File: src/srmc_pkg.sv
// package of constants for the switch reset and mode control block
package srmc_pkg;
  // ****************************************
  // strap codes and field positions
  // ****************************************
  localparam logic [3:0] MODE_NORMAL      = 4'h0;
  localparam logic [3:0] MODE_EEPROM      = 4'h1;
  localparam logic [3:0] MODE_FO_P0       = 4'h8;
  localparam logic [3:0] MODE_FO_P2       = 4'h9;
  localparam logic [3:0] MODE_EE_FO_P0    = 4'hA;
  localparam logic [3:0] MODE_EE_FO_P2    = 4'hB;
  localparam logic [3:0] MODE_RESET_VAL   = 4'h0;
  localparam logic [3:0] PORT_UP_A        = 4'h0;
  localparam logic [3:0] PORT_UP_B        = 4'h2;
  // switch control register: halt bit position
  localparam int         SWCTL_HALT_BIT   = 0;
  localparam int         SWCTL_WIDTH      = 8;
  localparam logic [7:0] SWCTL_RESET_VAL  = 8'h00;
  // ****************************************
  // timing: length of the internal reset procedure
  // ****************************************
  localparam int         RST_PROC_NS      = 100;
  localparam int         CLK_PERIOD_NS    = 4;
  localparam int         RST_PROC_CYC     =
    (RST_PROC_NS + CLK_PERIOD_NS - 1) / CLK_PERIOD_NS;
  localparam int         CNT_W            = 8;
  // ****************************************
  // sequencer states
  // ****************************************
  typedef enum logic [1:0] {
    ST_RESET = 2'b00,
    ST_PROC  = 2'b01,
    ST_HOLD  = 2'b10,
    ST_RUN   = 2'b11
  } srmc_state_t;
endpackage : srmc_pkg

File: src/srmc_sync3.sv
// three-stage input synchroniser with agreement filter
`timescale 1ns/10ps
module srmc_sync3 #(
  parameter int W = 1                  // bits synchronised
) (
  input  wire logic         clk,       // core clock
  input  wire logic         rst_n,     // async reset, active low
  input  wire logic [W-1:0] din,       // raw pin level
  output logic      [W-1:0] dout       // filtered level
);
  logic [W-1:0] s1_ff;
  logic [W-1:0] s2_ff;
  logic [W-1:0] s3_ff;
  logic [W-1:0] nxt_dout;
  // only take a change once the two late stages agree
  assign nxt_dout = (s2_ff == s3_ff) ? s3_ff : dout;
  // shift chain; first stage feeds only the second
  always_ff @(posedge clk or negedge rst_n)
  begin
    if (!rst_n)
    begin
      s1_ff <= '0;
      s2_ff <= '0;
      s3_ff <= '0;
      dout  <= '0;
    end
    else
    begin
      s1_ff <= din;
      s2_ff <= s1_ff;
      s3_ff <= s2_ff;
      dout  <= nxt_dout;
    end
  end
endmodule : srmc_sync3

File: src/srmc_top.sv
// reset sequencer and boot mode decode for the switch
`timescale 1ns/10ps
module srmc_top #(
  parameter int PROC_CYC = srmc_pkg::RST_PROC_CYC  // reset procedure length
) (
  input  wire logic       clk,                 // 250 MHz core clock
  input  wire logic       rst_n,               // power-on reset, low
  input  wire logic       fundamental_reset_n, // board reset pin, low
  input  wire logic       reset_hold_request,  // hold-in-reset pin
  input  wire logic [3:0] switch_mode_strap,   // mode strap pins
  input  wire logic       ctl_wr,              // mgmt write strobe
  input  wire logic [7:0] ctl_wdata,           // mgmt write data
  output logic      [7:0] switch_control_reg,  // control register
  output logic            core_reset_n,        // internal logic reset
  output logic            link_reset,          // link fundamental reset
  output logic            mgmt_bus_en,         // both mgmt buses active
  output logic            cfg_access_en,       // register access allowed
  output logic            held_in_reset,       // held state indicator
  output logic            switch_run,          // normal operation
  output logic [3:0]      mode_ff,             // captured strap
  output logic            eeprom_init,         // eeprom init selected
  output logic            failover_en,         // failover selected
  output logic [3:0]      upstream_port,       // chosen upstream port
  output logic            mode_reserved        // reserved code seen
);
  // ****************************************
  // pin synchronisation
  // ****************************************
  logic       perst_n_s;
  logic       hold_s;
  logic [3:0] mode_s;
  logic [5:0] sync_q;
  // one shared chain; output split on named wires, not a concatenation
  srmc_sync3 #(.W(6)) u_sync (
    .clk   (clk),
    .rst_n (rst_n),
    .din   ({fundamental_reset_n, reset_hold_request, switch_mode_strap}),
    .dout  (sync_q)
  );
  assign perst_n_s = sync_q[5];
  assign hold_s    = sync_q[4];
  assign mode_s    = sync_q[3:0];

  // ****************************************
  // sequencer
  // ****************************************
  srmc_pkg::srmc_state_t state_ff;
  srmc_pkg::srmc_state_t nxt_state;
  logic [srmc_pkg::CNT_W-1:0] cnt_ff;
  logic [srmc_pkg::CNT_W-1:0] nxt_cnt;
  logic                       hold_ff;
  logic                       nxt_hold;
  logic [3:0]                 nxt_mode;
  logic [7:0]                 nxt_ctl;
  logic                       halt_bit;
  logic                       proc_done;

  assign halt_bit  = switch_control_reg[srmc_pkg::SWCTL_HALT_BIT];
  assign proc_done = (cnt_ff == PROC_CYC[srmc_pkg::CNT_W-1:0] - 8'h01);

  // next-state; reset pin overrides every state
  always_comb
  begin
    nxt_state = state_ff;
    case (state_ff)
      srmc_pkg::ST_RESET:
        if (perst_n_s) nxt_state = srmc_pkg::ST_PROC;
      srmc_pkg::ST_PROC:
        if (proc_done)
          nxt_state = hold_ff ? srmc_pkg::ST_HOLD
                              : srmc_pkg::ST_RUN;
      srmc_pkg::ST_HOLD:
        if (!halt_bit) nxt_state = srmc_pkg::ST_RUN;
      srmc_pkg::ST_RUN:
        nxt_state = srmc_pkg::ST_RUN;
      default:
        nxt_state = srmc_pkg::ST_RESET;
    endcase
    if (!perst_n_s) nxt_state = srmc_pkg::ST_RESET;
  end

  // counter runs only through the reset procedure
  assign nxt_cnt = (state_ff == srmc_pkg::ST_PROC) ? cnt_ff + 8'h01 : '0;

  // hold request is latched while the reset pin is low
  assign nxt_hold = (state_ff == srmc_pkg::ST_RESET) ? hold_s : hold_ff;

  // strap taken once at release; later wiggles ignored
  assign nxt_mode = (state_ff == srmc_pkg::ST_RESET && perst_n_s)
                    ? mode_s : mode_ff;

  // halt bit set on entry to hold; cleared by mgmt write or in the reset state
  always_comb
  begin
    nxt_ctl = switch_control_reg;
    if (state_ff == srmc_pkg::ST_RESET)
      nxt_ctl = srmc_pkg::SWCTL_RESET_VAL;
    else if (ctl_wr)
      nxt_ctl = ctl_wdata;
    if (state_ff == srmc_pkg::ST_PROC && proc_done && hold_ff)
      nxt_ctl[srmc_pkg::SWCTL_HALT_BIT] = 1'b1;
  end

  // state registers
  always_ff @(posedge clk or negedge rst_n)
  begin
    if (!rst_n)
    begin
      state_ff           <= srmc_pkg::ST_RESET;
      cnt_ff             <= '0;
      hold_ff            <= 1'b0;
      mode_ff            <= srmc_pkg::MODE_RESET_VAL;
      switch_control_reg <= srmc_pkg::SWCTL_RESET_VAL;
    end
    else
    begin
      state_ff           <= nxt_state;
      cnt_ff             <= nxt_cnt;
      hold_ff            <= nxt_hold;
      mode_ff            <= nxt_mode;
      switch_control_reg <= nxt_ctl;
    end
  end

  // ****************************************
  // status outputs
  // ****************************************
  // core logic and link stay in reset until normal operation
  assign core_reset_n  = (state_ff == srmc_pkg::ST_RUN);
  assign link_reset    = (state_ff != srmc_pkg::ST_RUN);
  assign held_in_reset = (state_ff == srmc_pkg::ST_HOLD);
  assign mgmt_bus_en   = (state_ff == srmc_pkg::ST_HOLD) ||
                         (state_ff == srmc_pkg::ST_RUN);
  assign cfg_access_en = mgmt_bus_en;
  assign switch_run    = (state_ff == srmc_pkg::ST_RUN);

  // ****************************************
  // mode decode
  // ****************************************
  // reserved codes fall back to plain normal mode, flagged
  always_comb
  begin
    eeprom_init   = 1'b0;
    failover_en   = 1'b0;
    upstream_port = srmc_pkg::PORT_UP_A;
    mode_reserved = 1'b0;
    case (mode_ff)
      srmc_pkg::MODE_NORMAL:   ;
      srmc_pkg::MODE_EEPROM:   eeprom_init = 1'b1;
      srmc_pkg::MODE_FO_P0:    failover_en = 1'b1;
      srmc_pkg::MODE_FO_P2:
      begin
        failover_en   = 1'b1;
        upstream_port = srmc_pkg::PORT_UP_B;
      end
      srmc_pkg::MODE_EE_FO_P0:
      begin
        eeprom_init = 1'b1;
        failover_en = 1'b1;
      end
      srmc_pkg::MODE_EE_FO_P2:
      begin
        eeprom_init   = 1'b1;
        failover_en   = 1'b1;
        upstream_port = srmc_pkg::PORT_UP_B;
      end
      default: mode_reserved = 1'b1;
    endcase
  end

  // ****************************************
  // checks
  // ****************************************
  // release to run: one sync edge, then the full procedure
  localparam int RUN_LAT_MAX = PROC_CYC + 1;
endmodule : srmc_top

File: config.mk
export PLATFORM = sky130hd
export DESIGN_NAME = srmc_top
export DESIGN_NICKNAME = d
export VERILOG_FILES = /design/src/srmc_pkg.sv /design/src/srmc_sync3.sv /design/src/srmc_top.sv
export SDC_FILE = /design/constraint.sdc
export NUM_CORES = 1
export LEC_CHECK = 0
export BUFFER_PORTS_ARGS = -buffer_cell sky130_fd_sc_hd__buf_2
export CAP_MARGIN = 20
export CELL_PAD_IN_SITES_DETAIL_PLACEMENT = 0
export CELL_PAD_IN_SITES_GLOBAL_PLACEMENT = 1
export CORE_MARGIN = 2
export CORE_UTILIZATION = 45
export CTS_CLUSTER_SIZE = 8
export DETAILED_ROUTE_END_ITERATION = 10
export GPL_ROUTABILITY_DRIVEN = 0
export PLACE_DENSITY = 0.8
export SLEW_MARGIN = 20
export SYNTH_ARGS = -nofsm -noshare
export SYNTH_HDL_FRONTEND = slang
export SYNTH_SLANG_ARGS = --single-unit
File: constraint.sdc
create_clock -name clk -period 3.12 [get_ports clk]
set_clock_uncertainty 0.1 [all_clocks]
set_input_delay 0.468 -clock clk [delete_from_list [all_inputs] [get_ports clk]]
set_output_delay 0.468 -clock clk [all_outputs]
set_load 0.1 [all_outputs]
==> results.txt <==
GR Overflow Total: 0
CP endpoint kind: output port
clock sinks: 47
Area contributors post-synth: dfrtp_1 65%, mux2_2 6.8%, mux2i_1 4.4%
Max Cap Violations: 0
YS warnings: 0
ys flop type: dfrtp_1
sequential area share after synthesis: 64.7%
LEAKAGE: 1.07 nW
Syn Inst Count: 140
die height: 67.6 um
slowest cell delay on critical path: 430 ps
first-pass GRT wire length: 4.69 mm
gr usage total: 14.1%
RSZ-0062 raised after global routing: no
Vias: 1092
DP HPWL: 2.03 mm
area leader, netlist: dfrtp_1
post-CTS sizing: 0
Via density: 4.75
worst vdd ir: 409 uV
#FFs+latches synth: 47
Critical Path AT: 1460 ps
post-place setup slack: 1400 ps
die width: 67.6 um
Crit path required time: 2550 ps
Bufs and invs on worst path: 1
TritonCTS clock tree: yes
cell family with most CP delay: flip-flops
PwrDens: 841 mW/mm2
drt first pass iters: 4
fin crit period: 2030 ps
CORE AREA: 0.00394 mm2
cells along the critical path: nor2_1 > nand2_1 > a21oi_2 > buf_2
row cnt: 23
Slew headroom: 62.1%
Worst-Skew Late Latency: 290 ps
final worst slack: 1090 ps
syn avg cell area: 13.0 um2
vias in the first global route: 1070
Post-DRT Antenna Nets: 0
antenna violations before repair: 0
CP max FO: 5
Achievable Freq: 493 MHz
min-delay worst type: input port to async pin
outcome: finished clean
CTS Buf Count: 5
Slew Limit Fails: 0
clock slew at reported path FFs: 80 ps
crit path max-delay cell type: dfrtp_1
WL final: 2.78 mm
hold buffers post-CTS: 0
Area Overhead vs Synth: 17.1%
ys async rst share: 100%
most frequent cells after synthesis: 47 x dfrtp_1, 15 x nor2_1, 11 x mux2_2
Final period util: 65.0%
Initial Util: 46.1%
Crit Path Category: flip-flop to output port
Placed Instances: 222
Distinct cells, synth: 28
H-tree levels: 2
Layout Utilization: 54.0%
clock tree buffer depth: 2
Non-Filler Instances: 230
Synth top area share: 64.7%
Setup-failing EPs final: 0
fillers: 342
slew at the pin with the worst max-slew slack: 568 ps
top-count cell post-synth: dfrtp_1
Final Hold Vio Count: 0
total die area: 0.00456 mm2
CP Launch Type: flip-flop
Port Buf Inserts: 38
layout cells sized above 1: 34.4%
largest net degree at the start of global routing: 48
WL per Instance: 12.1 um
IO Count: 42
post-synthesis instance area: 0.00182 mm2
postcts setup bufs: 0
EDFF count, synth: 0
clock root cell: clkbuf_8
initial detailed-routing violation count: 45
# nets final: 198
Residual DRC: 0
n_diodes: 0
## final cells by class
cell class,instances,area (um2),share of cell area (%)
Sequential cell,47,1180,55.3
Clock inverter,2,12.5,0.588
Timing Repair Buffer,38,193,9.05
Clock buffer,6,72.6,3.41
Tap cell,50,62.6,2.94
Multi-Input combinational cell,82,593,27.9
Inverter,5,18.8,0.882
## stage by stage
step / setup TNS (ps) / hold slack [ps] / cell area, um2 / total power, mW
2_1_floorplan: -0.958 / 72.4 / 1840 / 1.35
3_3_place_gp: 0 / 231 / 2040 / 1.44
3_5_place_dp: 0 / 236 / 2040 / 1.47
4_1_cts: 0 / 162 / 2130 / 1.81
5_1_grt: 0 / 102 / 2130 / 1.89
6_report: 0 / 60.8 / 2130 / 1.79
## report_power, final
part	total [mW]	switching, mW	internal (mW)	leakage [nW]
clock	0.346	0.189	0.157	0.0412
combinational	0.671	0.529	0.142	0.435
sequential	0.773	0.0740	0.699	0.598
total	1.79	0.792	0.998	1.07
## routing by layer
metal | track usage [%] | vias up | wire (um)
met4 | 6.12 | 0 | 47
met3 | 5.67 | 5 | 196
met2 | 23.5 | 29 | 1300
met5 | 0 | - | 0
met1 | 15.9 | 526 | 1240
li1 | - | 532 | -
## path summary, 6_finish.rpt
path | start | endpoint | slack (ps) | cells after the start
worst min register to register | u_sync.s1_ff[1] | u_sync.s2_ff[1] | 250 | 0
worst max register to register | cnt_ff[0] | state_ff[0] | 1410 | 6
max in group asynchronous | rst_n | cnt_ff[3] | 2470 | 1
worst max-delay path | mode_ff[3] | eeprom_init | 1090 | 4
min in group clk | switch_mode_strap[3] | u_sync.s1_ff[3] | 170 | 1
worst min-delay path | rst_n | u_sync.s1_ff[0] | 60 | 1
## cells in the final DEF (no fill, tap or decap), drive strengths merged, types with 2 or more instances in the layout
master  Yosys  layout
a21oi       5       5
buf         5      38
clkbuf      3       6
conb        1       3
dfrtp      47      47
ha          2       2
inv         5       5
mux2       11      11
mux2i       8       8
nand2       8       8
nand3       4       4
nor2       16      16
nor2b       2       2
o21ai       2       2
or3         2       2
xnor2       3       3
xor2        7       7
## logic make-up after synthesis
logic type | count (synthesis) | synth area share, %
AOI/OAI and AO/OA | 9 | 2.89
xor gates and xnor gates | 10 | 4.82
adders and majority gates | 2 | 1.38
DFF | 47 | 64.7
other | 1 | 0.206
buffers and inverters | 13 | 3.72
and+or+nand+nor | 39 | 11.1
muxes | 19 | 11.2
No activity file was read; power rests on OpenSTA's default activity.
